### src/cmp_irq_pkg.sv
// Purpose: constants and types for the comparator interrupt enable block
// Assumes: 32-bit APB, one register per aligned word
// Notes:   offsets are word indices; byte address is four times the index
package cmp_irq_pkg;

  // --------------------------------------------------------------
  // register offsets
  // --------------------------------------------------------------
  localparam logic [7:0] OFF_POWER    = 8'h4C; // power enables
  localparam logic [7:0] OFF_POLARITY = 8'h4D; // transition polarity
  localparam logic [7:0] OFF_FLAGS    = 8'h4E; // flags, clear on read
  localparam logic [7:0] OFF_MASK     = 8'h4F; // comparator_irq_mask
  localparam logic [7:0] OFF_STATUS   = 8'h50; // sticky event status
  localparam logic [7:0] OFF_IRQMSK   = 8'h54; // status interrupt mask

  // --------------------------------------------------------------
  // field layout and reset values
  // --------------------------------------------------------------
  localparam int         NUM_CMP       = 3;
  localparam int         LEVEL_LSB     = 4;
  localparam logic [2:0] POWER_RST     = 3'h0;
  localparam logic [2:0] POLARITY_RST  = 3'h7;
  localparam logic [2:0] MASK_RST      = 3'h0;
  localparam logic [2:0] FLAGS_RST     = 3'h0;
  localparam logic [2:0] STATUS_RST    = 3'h0;
  localparam logic [2:0] IRQMSK_RST    = 3'h0;

  // status bit positions
  localparam int ST_LATCH   = 0; // an enabled transition was latched
  localparam int ST_DROP    = 1; // a masked transition was dropped
  localparam int ST_PWRCLR  = 2; // a powerdown cleared a pending flag

  // --------------------------------------------------------------
  // carriers
  // --------------------------------------------------------------
  typedef struct packed {
    logic        psel;
    logic        penable;
    logic        pwrite;
    logic [9:0]  paddr;
    logic [31:0] pwdata;
  } apb_req_t;

  typedef struct packed {
    logic [2:0] level;  // live comparator outputs
  } cmp_in_t;

  typedef struct packed {
    logic [2:0] power;     // power enables toward comparators
    logic [2:0] polarity;  // transition polarity toward comparators
  } cmp_ctl_t;

endpackage : cmp_irq_pkg

### src/comparator_interrupt_enable.sv
// Purpose: interrupt enable, edge latching and register file for three
//          comparators
// Assumes: comparator outputs synchronous to pclk
// Notes:   zero wait-state APB slave, unmapped reads give zero
//
// The APB interface to the registers was chosen for this implementation.
`timescale 1ns/1ps

module comparator_interrupt_enable (
  // clock and reset
  input  wire logic                   pclk,
  input  wire logic                   presetn,
  // apb slave
  input  wire cmp_irq_pkg::apb_req_t  apb_req,
  output logic [31:0]                 prdata,
  output logic                        pready,
  output logic                        pslverr,
  // comparator unit
  input  wire cmp_irq_pkg::cmp_in_t   cmp_in,
  output cmp_irq_pkg::cmp_ctl_t       cmp_ctl,
  // interrupts
  output logic                        cmp_irq,
  output logic                        status_irq
);
  import cmp_irq_pkg::*;

  // --------------------------------------------------------------
  // state
  // --------------------------------------------------------------
  logic [2:0]  power_r,    power_nxt;
  logic [2:0]  polarity_r, polarity_nxt;
  logic [2:0]  mask_r,     mask_nxt;
  logic [2:0]  flags_r,    flags_nxt;
  logic [2:0]  status_r,   status_nxt;
  logic [2:0]  irqmsk_r,   irqmsk_nxt;
  logic [2:0]  level_q_r;
  logic [31:0] prdata_r,   prdata_nxt;
  logic        pready_r;
  logic        pslverr_r;
  logic        cmp_irq_r;
  logic        status_irq_r;

  // --------------------------------------------------------------
  // bus decode
  // --------------------------------------------------------------
  wire        setup   = apb_req.psel & ~apb_req.penable;
  wire        access  = apb_req.psel &  apb_req.penable;
  wire        wr      = access & apb_req.pwrite;
  wire        rd      = access & ~apb_req.pwrite;
  // register index from an aligned byte address
  wire [7:0]  addr    = apb_req.paddr[9:2];
  wire        word_ok = apb_req.paddr[1:0] == 2'h0;
  wire [2:0]  wdat    = apb_req.pwdata[2:0];
  wire        hit_pwr = word_ok & (addr == OFF_POWER);
  wire        hit_pol = word_ok & (addr == OFF_POLARITY);
  wire        hit_flg = word_ok & (addr == OFF_FLAGS);
  wire        hit_msk = word_ok & (addr == OFF_MASK);
  wire        hit_st  = word_ok & (addr == OFF_STATUS);
  wire        hit_im  = word_ok & (addr == OFF_IRQMSK);
  wire        mapped  = hit_pwr | hit_pol | hit_flg | hit_msk
                        | hit_st | hit_im;
  wire [2:0]  level   = cmp_in.level;

  // live levels shown in bits 6-4 of the power, polarity, flags and mask registers
  wire [31:0] level_word = {25'h0000000, level, 4'h0};

  // --------------------------------------------------------------
  // per-comparator edge detection and flag logic
  // --------------------------------------------------------------
  logic [2:0] edge_hit;
  logic [2:0] latch_ev;
  logic [2:0] drop_ev;
  logic [2:0] pwrclr_ev;
  genvar g;
  generate
    for (g = 0; g < NUM_CMP; g++) begin : g_cmp
      // chosen edge of this comparator output
      assign edge_hit[g] = polarity_r[g]
                           ? ( level[g] & ~level_q_r[g])
                           : (~level[g] &  level_q_r[g]);
      assign latch_ev[g]  = edge_hit[g] & mask_r[g] & power_r[g];
      assign drop_ev[g]   = edge_hit[g] & ~mask_r[g];
      assign pwrclr_ev[g] = wr & hit_pwr & ~wdat[g] & flags_r[g];
    end
  endgenerate

  // --------------------------------------------------------------
  // next-state logic
  // --------------------------------------------------------------
  wire        flag_rd  = rd & hit_flg;
  wire [2:0]  new_ev   = {|pwrclr_ev, |drop_ev, |latch_ev};
  wire [2:0]  st_clr   = (wr & hit_st) ? wdat : 3'h0;
  wire [2:0]  pwr_down = (wr & hit_pwr) ? ~wdat : 3'h0;

  always_comb begin
    power_nxt    = (wr & hit_pwr) ? wdat : power_r;
    polarity_nxt = (wr & hit_pol) ? wdat : polarity_r;
    // reserved and level bits of the write are dropped
    mask_nxt     = (wr & hit_msk) ? wdat : mask_r;
    irqmsk_nxt   = (wr & hit_im)  ? wdat : irqmsk_r;
    // read clears all, a same-cycle event still sets
    flags_nxt    = ((flag_rd ? 3'h0 : flags_r) & ~pwr_down)
                   | latch_ev;
    // write one to clear, new events win
    status_nxt   = (status_r & ~st_clr) | new_ev;
    case (1'b1)
      hit_pwr: prdata_nxt = level_word | {29'h0, power_r};
      hit_pol: prdata_nxt = level_word | {29'h0, polarity_r};
      hit_flg: prdata_nxt = level_word | {29'h0, flags_r};
      hit_msk: prdata_nxt = level_word | {29'h0, mask_r};
      hit_st:  prdata_nxt = {29'h0, status_r};
      hit_im:  prdata_nxt = {29'h0, irqmsk_r};
      default: prdata_nxt = 32'h0;
    endcase
  end

  // --------------------------------------------------------------
  // registers
  // --------------------------------------------------------------
  always_ff @(posedge pclk or negedge presetn) begin
    if (!presetn) begin
      power_r    <= POWER_RST;
      polarity_r <= POLARITY_RST;
      mask_r     <= MASK_RST;
      flags_r    <= FLAGS_RST;
      status_r   <= STATUS_RST;
      irqmsk_r   <= IRQMSK_RST;
    end else begin
      power_r    <= power_nxt;
      polarity_r <= polarity_nxt;
      mask_r     <= mask_nxt;
      flags_r    <= flags_nxt;
      status_r   <= status_nxt;
      irqmsk_r   <= irqmsk_nxt;
    end
  end

  // previous comparator level for edge detection
  always_ff @(posedge pclk or negedge presetn) begin
    if (!presetn) begin
      level_q_r <= 3'h0;
    end else begin
      level_q_r <= level;
    end
  end

  // read data captured in setup, ready and error in access
  always_ff @(posedge pclk or negedge presetn) begin
    if (!presetn) begin
      prdata_r  <= 32'h0;
      pready_r  <= 1'b0;
      pslverr_r <= 1'b0;
    end else begin
      prdata_r  <= setup ? prdata_nxt : prdata_r;
      pready_r  <= setup;
      pslverr_r <= setup & ~mapped;
    end
  end

  // interrupt outputs
  always_ff @(posedge pclk or negedge presetn) begin
    if (!presetn) begin
      cmp_irq_r    <= 1'b0;
      status_irq_r <= 1'b0;
    end else begin
      cmp_irq_r    <= |flags_nxt;
      status_irq_r <= |(status_nxt & irqmsk_nxt);
    end
  end

  // --------------------------------------------------------------
  // outputs
  // --------------------------------------------------------------
  assign prdata           = prdata_r;
  assign pready           = pready_r;
  assign pslverr          = pslverr_r;
  assign cmp_ctl.power    = power_r;
  assign cmp_ctl.polarity = polarity_r;
  assign cmp_irq          = cmp_irq_r;
  assign status_irq       = status_irq_r;

endmodule : comparator_interrupt_enable

### config.mk
export PLATFORM = sky130hd
export DESIGN_NAME = comparator_interrupt_enable
export DESIGN_NICKNAME = d
export VERILOG_FILES = /design/src/cmp_irq_pkg.sv /design/src/comparator_interrupt_enable.sv
export SDC_FILE = /design/constraint.sdc
export NUM_CORES = 1
export LEC_CHECK = 0
export CORE_UTILIZATION = 42
export CTS_CLUSTER_SIZE = 25
export DETAILED_ROUTE_END_ITERATION = 10
export DONT_BUFFER_PORTS = 1
export PLACE_DENSITY = 0.6
export SLEW_MARGIN = 20
export SYNTH_ARGS = -nofsm -noshare
export SYNTH_HDL_FRONTEND = slang
export SYNTH_SLANG_ARGS = --single-unit
export TNS_END_PERCENT = 5
### constraint.sdc
create_clock -name pclk -period 1.9 [get_ports pclk]
set_input_delay 0.475 -clock pclk [delete_from_list [all_inputs] [get_ports pclk]]
set_output_delay 0.475 -clock pclk [all_outputs]
set_load 0.01 [all_outputs]
### After elaboration in Yosys (flattened, before gate mapping)

Cells that the tools add are included.

| word-level totals | value |
|---|---|
| word-level logic and storage cells | 107 |
| register bits | 57 |
| input bits | 50 |
| output and inout bits | 42 |

| cells by class | value |
|---|---|
| equal/unequal tests | 6 |
| muxes and demuxes | 13 |
| reduce and logical (&&, ||, !) cells | 6 |
| bitwise operators | 70 |

Operators with widths:

| operator | count |
|---|---|
| two-way mux 32 bit | 5 |
| == test 8 x 7 -> 1 bit (second input constant) | 6 |
| AND 1 bit | 38 |
| bitwise OR 7 x 3 -> 7 bit | 4 |
| two-way mux 3 bit | 5 |
| NOT 1 bit | 15 |
| OR reduction 3 bit | 5 |
| AND 3 bit | 3 |
| NOT 3 bit | 3 |
| bitwise OR 3 bit | 2 |
| bitwise OR 1 bit | 5 |
| two-way mux 1 bit | 3 |
| logical NOT 2 bit | 1 |

### Logic depth before layout (Yosys ltp)

Gate-level depths: netlist of run 1.

| depth | value |
|---|---|
| word-level depth | 9 |
| depth in mapped cells | 6 |
| depth with buffers taken out | 5 |

### Worst setup path after synthesis of run 1

No wires, ideal clock.

| path | value |
|---|---|
| path type | input-to-reg |
| start | in apb_req[39] (netlist bit) |
| end | reg status_irq_r, in the netlist status_irq |
| path buffers | 0 |
| stages on the path | 4 |
| data required time | 1774 ps |
| arrival | 2072 ps |
| slack | -298 ps |
| path through | or4b_4 > nor4_4 > mux2_2 > a221o_1 |

| on the way | value |
|---|---|
| elaborated cells on any way between the ends | 23 |

RTL lines:

| item | line | text |
|---|---|---|
| from (decl) | comparator_interrupt_enable.sv:14 | `input wire cmp_irq_pkg::apb_req_t apb_req,` |
| == test 8 x 7 -> 1 bit | comparator_interrupt_enable.sv:59 | `wire hit_im = word_ok & (addr == OFF_IRQMSK);` |
| AND 1 bit | comparator_interrupt_enable.sv:59 |  |
| AND 1 bit | comparator_interrupt_enable.sv:100 | `irqmsk_nxt = (wr & hit_im) ? wdat : irqmsk_r;` |
| two-way mux 3 bit | comparator_interrupt_enable.sv:100 |  |
| via irqmsk_nxt[2] | comparator_interrupt_enable.sv:35 | `logic [2:0] irqmsk_r, irqmsk_nxt;` |
| AND 3 bit | comparator_interrupt_enable.sv:167 | `status_irq_r <= \|(status_nxt & irqmsk_nxt);` |
| OR reduction 3 bit | comparator_interrupt_enable.sv:167 |  |
| to (signal assigned) | comparator_interrupt_enable.sv:167 |  |
| to (decl) | comparator_interrupt_enable.sv:41 | `logic status_irq_r;` |

The timed path passes the listed nets, and every way through them passes these cells.
A chain may end at the register's enable or synchronous reset.

### Worst setup path after layout of run 1

| path | value |
|---|---|
| start | in apb_req[33] (netlist bit) |
| end | reg status_irq_r, in the netlist status_irq |

| on the way | value |
|---|---|
| word-level cells in the longest chain between the ends | 9 |
| elaborated cells on any way between the ends | 21 |

Ends and longest elaborated chain:

| item | line | text |
|---|---|---|
| logical NOT 2 bit * | comparator_interrupt_enable.sv:52 | `wire word_ok = apb_req.paddr[1:0] == 2'h0;` |
| AND 1 bit, on equally long branches | comparator_interrupt_enable.sv:54, comparator_interrupt_enable.sv:58 |  |
| AND 1 bit, on equally long branches | comparator_interrupt_enable.sv:83, comparator_interrupt_enable.sv:92 |  |
| AND 1 bit / two-way mux 3 bit (equally long branches) | comparator_interrupt_enable.sv:83, comparator_interrupt_enable.sv:92 |  |
| AND 1 bit / NOT 3 bit (equally long branches) | comparator_interrupt_enable.sv:83, comparator_interrupt_enable.sv:105 |  |
| OR reduction 3 bit / AND 3 bit (equally long branches) | comparator_interrupt_enable.sv:91, comparator_interrupt_enable.sv:105 |  |
| bitwise OR 3 bit | comparator_interrupt_enable.sv:105 | `status_nxt = (status_r & ~st_clr) \| new_ev;` |
| AND 3 bit * | comparator_interrupt_enable.sv:167 |  |
| OR reduction 3 bit * | comparator_interrupt_enable.sv:167 |  |

Every way passes the cells marked *; elsewhere a longest branch is shown, timed or not.

==> impl_metrics.py, run 1 <==
metrics = {
    "floorplanning": {
        "die-area_um2": 4490,
        "die_w_um": 67.0,
        "rows": 23,
        "core_um2": 4030,
        "ios": 92,
        "initial_core_util": 0.441,
        "die_y_um": 67.0,
    },
    "placement": {
        "port_buffers": 0,
        "dpl_cell_area_um2": 1890,
        "routabilityCongestion": 0.830,
        "dpl_worst_slack_ps": -338,
        "hpwl_um": 3160,
    },
    "layout": {
        "final_cell_area_um2": 2040,
        "layout_common_cells": "dfrtp_1, conb_1, buf_4",
        "layout-drive-gt1-share": 0.254,
        "regArea_um2": 779,
        "multiInputGateArea_um2": 887,
        "final_nets": 254,
        "antenna_cells": 0,
        "fillers": 377,
        "final_common_cell": "dfrtp_1",
        "syn_to_final_growth_pct": 14.6,
    },
    "job": {
        "maxCapViolCount": 0,
    },
    "global_route": {
        "grt_max_degree": 29,
        "grt.busiest_layer": "met2",
        "grt_use_met1": 0.224,
        "grt_pass1_wl_um": 6340,
        "first_global_vias": 1340,
        "grt-ovfl-total": 0,
        "grtUsageTotal": 0.200,
        "grtUsageMet3": 0.0616,
        "globalRouteMet2Util": 0.338,
        "antenna_found_initial": 0,
    },
    "clock_network": {
        "htree_levels": 2,
        "insertion_delay_ps": 290,
        "clkSinkCount": 31,
        "cts_tree": "yes",
        "cts_buffers": 5,
        "cts_root_buf": "clkbuf_8",
        "clk_pin_slew_worst_paths_ps": 60,
        "clock_path_buffers": 2,
    },
    "sta": {
        "final_max_slew_viol_count": 0,
        "fmax_ghz": 0.510,
        "hold_violations": 0,
        "finalCritPeriodShare": 1.03,
        "finalSetupViolations": 1,
        "finalClockSkew_ps": 6.03,
        "worst_slack_ps": -61.1,
        "rsz0062_at_grt": "yes",
        "holdWs_ps": 2.35,
        "period_minus_slack_ps": 1960,
    },
    "detailed_routing": {
        "avgRoutedWirePerCell_um": 15.9,
        "vias": 1352,
        "postRouteAntennaNets": 0,
        "viasPerCell": 5.30,
        "drtIter0Drc": 57,
        "routed_wl_um": 4060,
        "drt-pass1-iter-count": 4,
        "drc": 0,
    },
    "power": {
        "power.density_nw_per_um2": 622,
        "leakagePower_nw": 0.944,
        "design_power_total_mw": 1.27,
        "peakVddDrop_mv": 0.386,
    },
    "yosys": {
        "synth.cell_area_um2": 1780,
        "ys_ff_latch": 31,
        "syn_area_per_cell_um2": 10.0,
        "synth_area_leaders": "dfrtp_1, buf_4, dfstp_2",
        "seq_area_frac_synth": 0.439,
        "synthesis.instances": 177,
        "ys_warn_count": 0,
        "netlist-cell-type-count": 49,
        "synth_top_cell_by_area": "dfrtp_1",
        "synth_top_area_frac": 0.394,
    },
    "setup_path": {
        "crit_fanout": 3,
        "end_kind": "register",
        "reg2reg_to": "status_irq",
        "regToRegSetupSlack_ps": 50,
        "crit_type": "primary input to register",
        "worstRegToRegCells": 4,
        "r2r-start": "polarity_r[0]",
        "start_kind": "primary input",
        "crit_arrival_ps": 2130,
        "cp.required_ps": 2070,
    },
    "outcome": {
        "status": "complete, but fails checks",
        "violations": "negative setup slack",
    },
    "min_path": {
        "hold_class": "primary input to asynchronous set/reset pin",
    },
}
through the flow:
stage               utilization  TNS, ps  instances
floorplan                     -     -619        202
global placement          0.470    -2270        245
detailed placement        0.470    -2680        245
CTS                       0.495    -41.6        254
global route              0.505     -142        255
finish                    0.505    -61.1        255
how the worst max path moves through the flow:
stage	from	to	slack (ps)	depth (start not counted)
after detailed placement	apb_req[39]	status_irq	-340	6
final	apb_req[33]	status_irq	-60	6
after global placement	apb_req[39]	status_irq	-330	6
after CTS	apb_req[39]	status_irq	-40	6
after global routing	apb_req[33]	status_irq	-120	6
after floorplan	apb_req[39]	status_irq	-300	4
cell families after synthesis:
group	synth area share
AO/OA/AOI/OAI	0.158
other	0.00211
multiplexers	0.0620
AND/OR/NAND/NOR	0.206
buffers and inverters	0.134
flip-flops	0.439
layout make-up:
cell class | count | share of cell area
inverter | 7 | 0.0129
clock buffer | 8 | 0.0393
timing repair buffer | 25 | 0.0983
multi-input combinational | 134 | 0.436
tap | 50 | 0.0307
sequential | 31 | 0.383
worst max-delay path: stages:
cell and delay (ps):
or4b_4 540, nor4_4 360, buf_4 190, mux2i_4 230, a31oi_2 50, a221o_1 270
synthesized netlist by cell type, drive strengths merged:
cell / count
dfrtp: 28
buf: 27
nand2: 20
o21ai: 16
mux2: 8
inv: 7
a21oi: 6
nand2b: 6
nor4: 5
a31oi: 3
clkbuf: 3
dfstp: 3
nand3b: 3
nor3: 3
o2bb2ai: 3
a211oi: 2
a21bo: 2
a22oi: 2
and2: 2
and3: 2
mux2i: 2
nand4: 2
nand4b: 2
nor2: 2
nor2b: 2
or4b: 2
a211o: 1
a221o: 1
a221oi: 1
a222oi: 1
a32oi: 1
conb: 1
nand3: 1
nor3b: 1
nor4bb: 1
o21a: 1
o21bai: 1
o22ai: 1
o31ai: 1
or3b: 1
layer usage:
metal,share of wire,wire [µm]
met2,0.49,2000
met5,0,0
met4,0.023,92
met1,0.41,1680
met3,0.070,285
power by group:
part           internal [mW]  switching [mW]  total [mW]
Clock                  0.260           0.232       0.491
Combinational         0.0321          0.0653      0.0975
Sequential             0.670         0.00733       0.678
Total                  0.962           0.304        1.27
what timing repair did:
| action | 4_1_cts | 5_1_grt |
|---|---|---|
| resized for setup | 0 | 6 |
| setup buffers | 0 | 1 |
| endpoints found under the setup margin | 1 | 2 |
| hold buffers | 1 | 0 |
| pin swaps | 0 | 2 |
| hold endpoints to repair | 28 | 0 |
sequential cells by signal (all words and copies together) (netlist names), 3 cells and up:
signal and flops:
status_r 3, flags_r 3, irqmsk_r 3, level_q_r 3, polarity_r 3, prdata 6
power_r 3, mask_r 3
No activity file was read; power rests on OpenSTA's default activity.
==> run 2: changes to the inputs <==
--- a/config.mk
+++ b/config.mk
@@ -5,11 +5,11 @@
 export SDC_FILE = /design/constraint.sdc
 export NUM_CORES = 1
 export LEC_CHECK = 0
-export CORE_UTILIZATION = 42
+export CORE_UTILIZATION = 24
 export CTS_CLUSTER_SIZE = 25
 export DETAILED_ROUTE_END_ITERATION = 10
 export DONT_BUFFER_PORTS = 1
-export PLACE_DENSITY = 0.6
+export PLACE_DENSITY = 0.41
 export SLEW_MARGIN = 20
 export SYNTH_ARGS = -nofsm -noshare
 export SYNTH_HDL_FRONTEND = slang
==> run 2 against run 1 <==
  * The run still ends with negative setup slack left
  * Critical path type unchanged
  * Flip-flop and latch count unchanged
  * Combinational power grew 5%
  * Clock skew up 0.57 ps
  * Fmax rose by 1.1%
  * Global-route usage down 7.3 points
  * Highest routed layer unchanged
  * Count of clock-buffer cells in the layout is 2 lower
  * Sequential share of layout area fell by 2.5 points
  * First-iteration DRC count up 26%
==> impl_metrics.py, run 2 (synthesis results as in run 1) <==
metrics = {
    "layout": {
        "regArea_um2": 779,
        "final_common_cell": "buf_4",
        "final_nets": 261,
        "antenna_cells": 0,
        "fillers": 788,
        "syn_to_final_growth_pct": 22.5,
        "layout_common_cells": "buf_4, dfrtp_1, conb_1",
        "layout-drive-gt1-share": 0.278,
        "final_cells": 311,
        "multiInputGateArea_um2": 872,
        "largest_reg_flops": 6,
        "fin_util": 0.302,
    },
    "power": {
        "pwr-share-clk": 0.468,
        "power.density_nw_per_um2": 672,
        "p_sw_uw": 335,
        "p_comb_frac": 0.070,
        "leakagePower_nw": 0.991,
        "peakVddDrop_mv": 0.179,
        "internal_power_mw": 1.13,
        "design_power_total_mw": 1.46,
        "swShare": 0.229,
        "p_seq_frac": 0.462,
    },
    "global_route": {
        "grtUsageMet3": 0.0396,
        "globalRouteMet2Util": 0.192,
        "antenna_found_initial": 0,
        "grtUsageTotal": 0.127,
        "grt-ovfl-total": 0,
        "grt.busiest_layer": "met2",
        "grt_use_met1": 0.169,
        "first_global_vias": 1301,
        "grt_max_degree": 29,
        "grt_pass1_wl_um": 6910,
    },
    "clock_network": {
        "clkSinkCount": 31,
        "insertion_delay_ps": 290,
        "cts_root_buf": "clkbuf_8",
        "clk_pin_slew_worst_paths_ps": 70,
        "cts_buffers": 5,
        "htree_levels": 2,
        "cts_tree": "yes",
        "clock_path_buffers": 2,
    },
    "setup_path": {
        "crit_fanout": 3,
        "reg2reg_to": "status_irq",
        "end_kind": "register",
        "crit_type": "primary input to register",
        "start_kind": "primary input",
        "crit_arrival_ps": 2110,
        "worstRegToRegCells": 5,
        "cp.required_ps": 2070,
        "r2r-start": "polarity_r[2]",
        "regToRegSetupSlack_ps": 30,
    },
    "sta": {
        "worst_slack_ps": -40.2,
        "finalSetupViolations": 1,
        "finalClockSkew_ps": 6.60,
        "hold_violations": 0,
        "finalCritPeriodShare": 1.02,
        "final_max_slew_viol_count": 0,
        "rsz0062_at_grt": "yes",
        "period_minus_slack_ps": 1940,
        "fmax_ghz": 0.515,
        "holdWs_ps": 25.4,
    },
    "floorplanning": {
        "die_y_um": 88.0,
        "rows": 31,
        "ios": 92,
        "die-area_um2": 7750,
        "die_w_um": 88.0,
        "initial_core_util": 0.246,
        "core_um2": 7210,
    },
    "detailed_routing": {
        "avgRoutedWirePerCell_um": 14.8,
        "viasPerCell": 4.29,
        "postRouteAntennaNets": 0,
        "vias": 1334,
        "drtIter0Drc": 72,
        "drc": 0,
        "routed_wl_um": 4590,
        "drt-pass1-iter-count": 5,
    },
    "min_path": {
        "hold_class": "primary input to asynchronous set/reset pin",
    },
    "job": {
        "maxCapViolCount": 0,
    },
    "placement": {
        "hpwl_um": 3470,
        "routabilityCongestion": 0.803,
        "port_buffers": 0,
        "numPlacedInstances": 299,
    },
    "outcome": {
        "violations": "negative setup slack",
        "status": "complete, but fails checks",
    },
}
## run 2: cell types whose count changed in the layout (fill, tap and decap cells not counted), sizes merged
| cell | change |
|---|---|
| buf | +5 |
| bufinv | +1 |
| clkbuf | -2 |
| clkinv | +1 |
| dlygate4sd3 | +2 |
## run 2: layout make-up
type / count / share of cell area
clock inverter: 2 / 0.0161
timing repair buffer: 32 / 0.118
inverter: 7 / 0.0121
sequential: 31 / 0.358
tap: 99 / 0.0569
multi-input combinational: 134 / 0.401
clock buffer: 6 / 0.0379
## run 2: how the worst max path moves through the flow
| stage | start | end | slack (ps) | depth (start not counted) |
|---|---|---|---|---|
| 2_1_floorplan | apb_req[39] | status_irq | -300 | 4 |
| 3_3_place_gp | apb_req[39] | status_irq | -350 | 6 |
| 3_5_place_dp | apb_req[39] | status_irq | -330 | 6 |
| 4_1_cts | apb_req[39] | status_irq | -40 | 6 |
| 5_1_grt | apb_req[33] | status_irq | -110 | 6 |
| 6_report | apb_req[33] | status_irq | -40 | 6 |
## run 2: metrics by stage
stage / setup slack, ps / setup TNS, ps / area, µm²
2_1_floorplan: -298 / -619 / 1870
5_1_grt: -107 / -124 / 2180
3_3_place_gp: -351 / -2620 / 1990
6_report: -40.2 / -40.2 / 2180
3_5_place_dp: -332 / -2700 / 1990
4_1_cts: -36.0 / -36.0 / 2140
## run 2: metal layers
layer  vias up  part of all wire
li1        652                 -
met1       634              0.47
met2        40              0.47
met3         8             0.049
met4         0             0.016
met5         -                 0
## run 2: timing repair
action / in CTS / in global routing
pin swaps: 1 / 2
hold buffers: 2 / 1
hold endpoints to repair: 28 / 2
resized for setup: 1 / 3
setup endpoints to repair: 1 / 2
gates cloned: 0 / 0
setup buffers: 0 / 1
## run 2: power by group through the flow
stage               Sequential, mW  Combinational (mW)  Clock (mW)
global placement             0.689              0.0805           0
floorplan                    0.689               0.107           0
detailed placement           0.689              0.0803           0
global route                 0.677               0.118       0.735
finish                       0.677               0.102       0.685
CTS                          0.677               0.100       0.705
## run 2: critical path, cell delays in order
cell and delay, ps:
or4b_4 540, nor4_4 360, buf_4 190, mux2i_4 210, a31oi_1 60, a221o_1 270
==> run 3: changes to the inputs <==
--- a/config.mk
+++ b/config.mk
@@ -9,7 +9,6 @@
 export CTS_CLUSTER_SIZE = 25
 export DETAILED_ROUTE_END_ITERATION = 10
 export DONT_BUFFER_PORTS = 1
-export PLACE_DENSITY = 0.41
 export SLEW_MARGIN = 20
 export SYNTH_ARGS = -nofsm -noshare
 export SYNTH_HDL_FRONTEND = slang
==> constraint.sdc (replaced) <==
create_clock -name pclk -period 1.9 [get_ports pclk]
set_input_delay 0.475 -clock pclk [delete_from_list [all_inputs] [get_ports pclk]]
set_output_delay 0.475 -clock pclk [all_outputs]
set_load 0.1 [all_outputs]
==> run 3 against run 2 <==
  * Worst hold slack got worse by 21 ps
  * Global-route usage fell by 0.65 points
  * Critical path type unchanged
  * Largest cell class unchanged
  * Critical path depth stayed put
  * Combinational power rose to 3.4 times the previous value
  * The flow still finishes with violations (negative setup slack)
  * Clock power fell by 1%
  * Register-to-register slack better by 40 ps
  * Flip-flop and latch count did not move
  * Fmax down 0.55%
  * First-iteration DRC count grew 28%
  * Clock skew up 1.5 ps
==> impl_metrics.py, run 3 (synthesis results as in run 1) <==
metrics = {
    "global_route": {
        "antenna_found_initial": 0,
        "grtUsageTotal": 0.120,
        "first_global_vias": 1325,
        "grt_max_degree": 29,
        "grt_pass1_wl_um": 6880,
        "grt-ovfl-total": 0,
    },
    "power": {
        "p_sw_uw": 565,
        "swShare": 0.333,
        "peakVddDrop_mv": 0.278,
        "internal_power_mw": 1.13,
        "p_seq_frac": 0.397,
        "design_power_total_mw": 1.70,
        "pwr-share-clk": 0.399,
        "p_comb_frac": 0.204,
        "power.density_nw_per_um2": 775,
        "leakagePower_nw": 1.01,
    },
    "sta": {
        "worstMarginPinSlew_ps": 907,
        "finalClockSkew_ps": 8.14,
        "final_max_slew_viol_count": 0,
        "hold_violations": 0,
        "rsz0062_at_grt": "yes",
        "period_minus_slack_ps": 1950,
        "setup-tns-final_ps": -50.9,
        "finalSetupViolations": 1,
        "fmax_ghz": 0.513,
        "holdWs_ps": 4.78,
        "finalCritPeriodShare": 1.03,
        "worst_slack_ps": -50.9,
        "slew_headroom": 0.395,
    },
    "placement": {
        "dpl_cell_area_um2": 2020,
        "port_buffers": 0,
        "numPlacedInstances": 303,
        "routabilityCongestion": 0.832,
        "dpl_worst_slack_ps": -375,
        "hpwl_um": 3410,
    },
    "layout": {
        "fin_util": 0.304,
        "layout-drive-gt1-share": 0.296,
        "largest_reg_flops": 6,
        "final_cells": 312,
        "final_nets": 262,
        "antenna_cells": 0,
        "syn_to_final_growth_pct": 23.3,
        "layout_common_cells": "buf_4, dfrtp_1, conb_1",
        "final_common_cell": "buf_4",
        "final_cell_area_um2": 2190,
        "fillers": 756,
    },
    "clock_network": {
        "cts_tree": "yes",
        "clkSinkCount": 31,
        "cts_root_buf": "clkbuf_8",
        "htree_levels": 2,
        "insertion_delay_ps": 290,
        "post_cts_buffers": 0,
        "clk_pin_slew_worst_paths_ps": 70,
        "clock_path_buffers": 2,
        "cts_buffers": 5,
    },
    "min_path": {
        "hold_class": "primary input to asynchronous set/reset pin",
    },
    "floorplanning": {
        "die-area_um2": 7750,
        "initial_core_util": 0.246,
        "rows": 31,
        "die_w_um": 88.0,
        "die_y_um": 88.0,
        "core_um2": 7210,
        "ios": 92,
    },
    "detailed_routing": {
        "viasPerCell": 4.42,
        "avgRoutedWirePerCell_um": 14.4,
        "drtIter0Drc": 92,
        "drt-pass1-iter-count": 4,
        "vias": 1379,
        "postRouteAntennaNets": 0,
        "routed_wl_um": 4500,
        "drc": 0,
    },
    "setup_path": {
        "critical_path.max_stage_delay_ps": 540,
        "r2r-start": "polarity_r[2]",
        "crit_fanout": 3,
        "start_kind": "primary input",
        "end_kind": "register",
        "crit_arrival_ps": 2120,
        "cp_slowest_cell": "or4b_4",
        "regToRegSetupSlack_ps": 70,
        "reg2reg_to": "status_irq",
        "crit_chain": "or4b_4 > nor4_4 > buf_4 > mux2i_2 > a31oi_1 > a221o_1",
        "worstRegToRegCells": 4,
        "crit_type": "primary input to register",
        "cp.required_ps": 2070,
    },
    "outcome": {
        "violations": "negative setup slack",
        "status": "complete, but fails checks",
    },
    "job": {
        "maxCapViolCount": 0,
    },
}
-- run 3: cell count changes in the layout (fill, tap and decap cells not counted), sizes merged --
cell / change
buf: +3
dlygate4sd3: -2
-- run 3: layer usage --
layer  GRT usage  vias to the layer above  part of all wire
met4      0.0484                        0             0.011
met3      0.0292                        5             0.065
met1       0.142                      664              0.41
li1            -                      652                 -
met5           0                        -                 0
met2       0.210                       58              0.52
-- run 3: repair_timing --
item / in CTS / in global routing
endpoints found under the setup margin: 1 / 5
gates resized for setup: 1 / 6
endpoints found under the hold margin: 28 / 0
hold buffers: 1 / 0
pin swaps: 0 / 2
-- run 3: power groups by stage --
stage          sequential, mW  clock [mW]  combinational, mW
3_5_place_dp            0.686           0              0.328
4_1_cts                 0.673       0.688              0.346
6_report                0.673       0.677              0.346
3_3_place_gp            0.685           0              0.328
5_1_grt                 0.674       0.718              0.361
2_1_floorplan           0.727           0              0.309
-- run 3: how the worst max path moves through the flow --
stage,startpoint,endpoint,depth (start not counted)
floorplan,apb_req[39],status_irq,4
global placement,apb_req[39],status_irq,6
detailed placement,apb_req[39],status_irq,6
CTS,apb_req[39],status_irq,6
global route,apb_req[39],status_irq,6
finish,apb_req[39],status_irq,6
-- run 3: worst max-delay path, delay by kind of cell --
family,cells,cell delay [ps]
buffers and inverters,1,180
multiplexers,1,240
AND/OR/NAND/NOR,2,890
AO/OA/AOI/OAI,2,340
-- run 3: area by class of cell --
cell class | count | area [µm²] | share of cell area
sequential | 31 | 779 | 0.356
tap | 99 | 124 | 0.0565
multi-input combinational | 134 | 880 | 0.401
clock inverter | 2 | 35.0 | 0.0160
timing repair buffer | 33 | 264 | 0.121
inverter | 7 | 26.3 | 0.0120
clock buffer | 6 | 82.6 | 0.0377
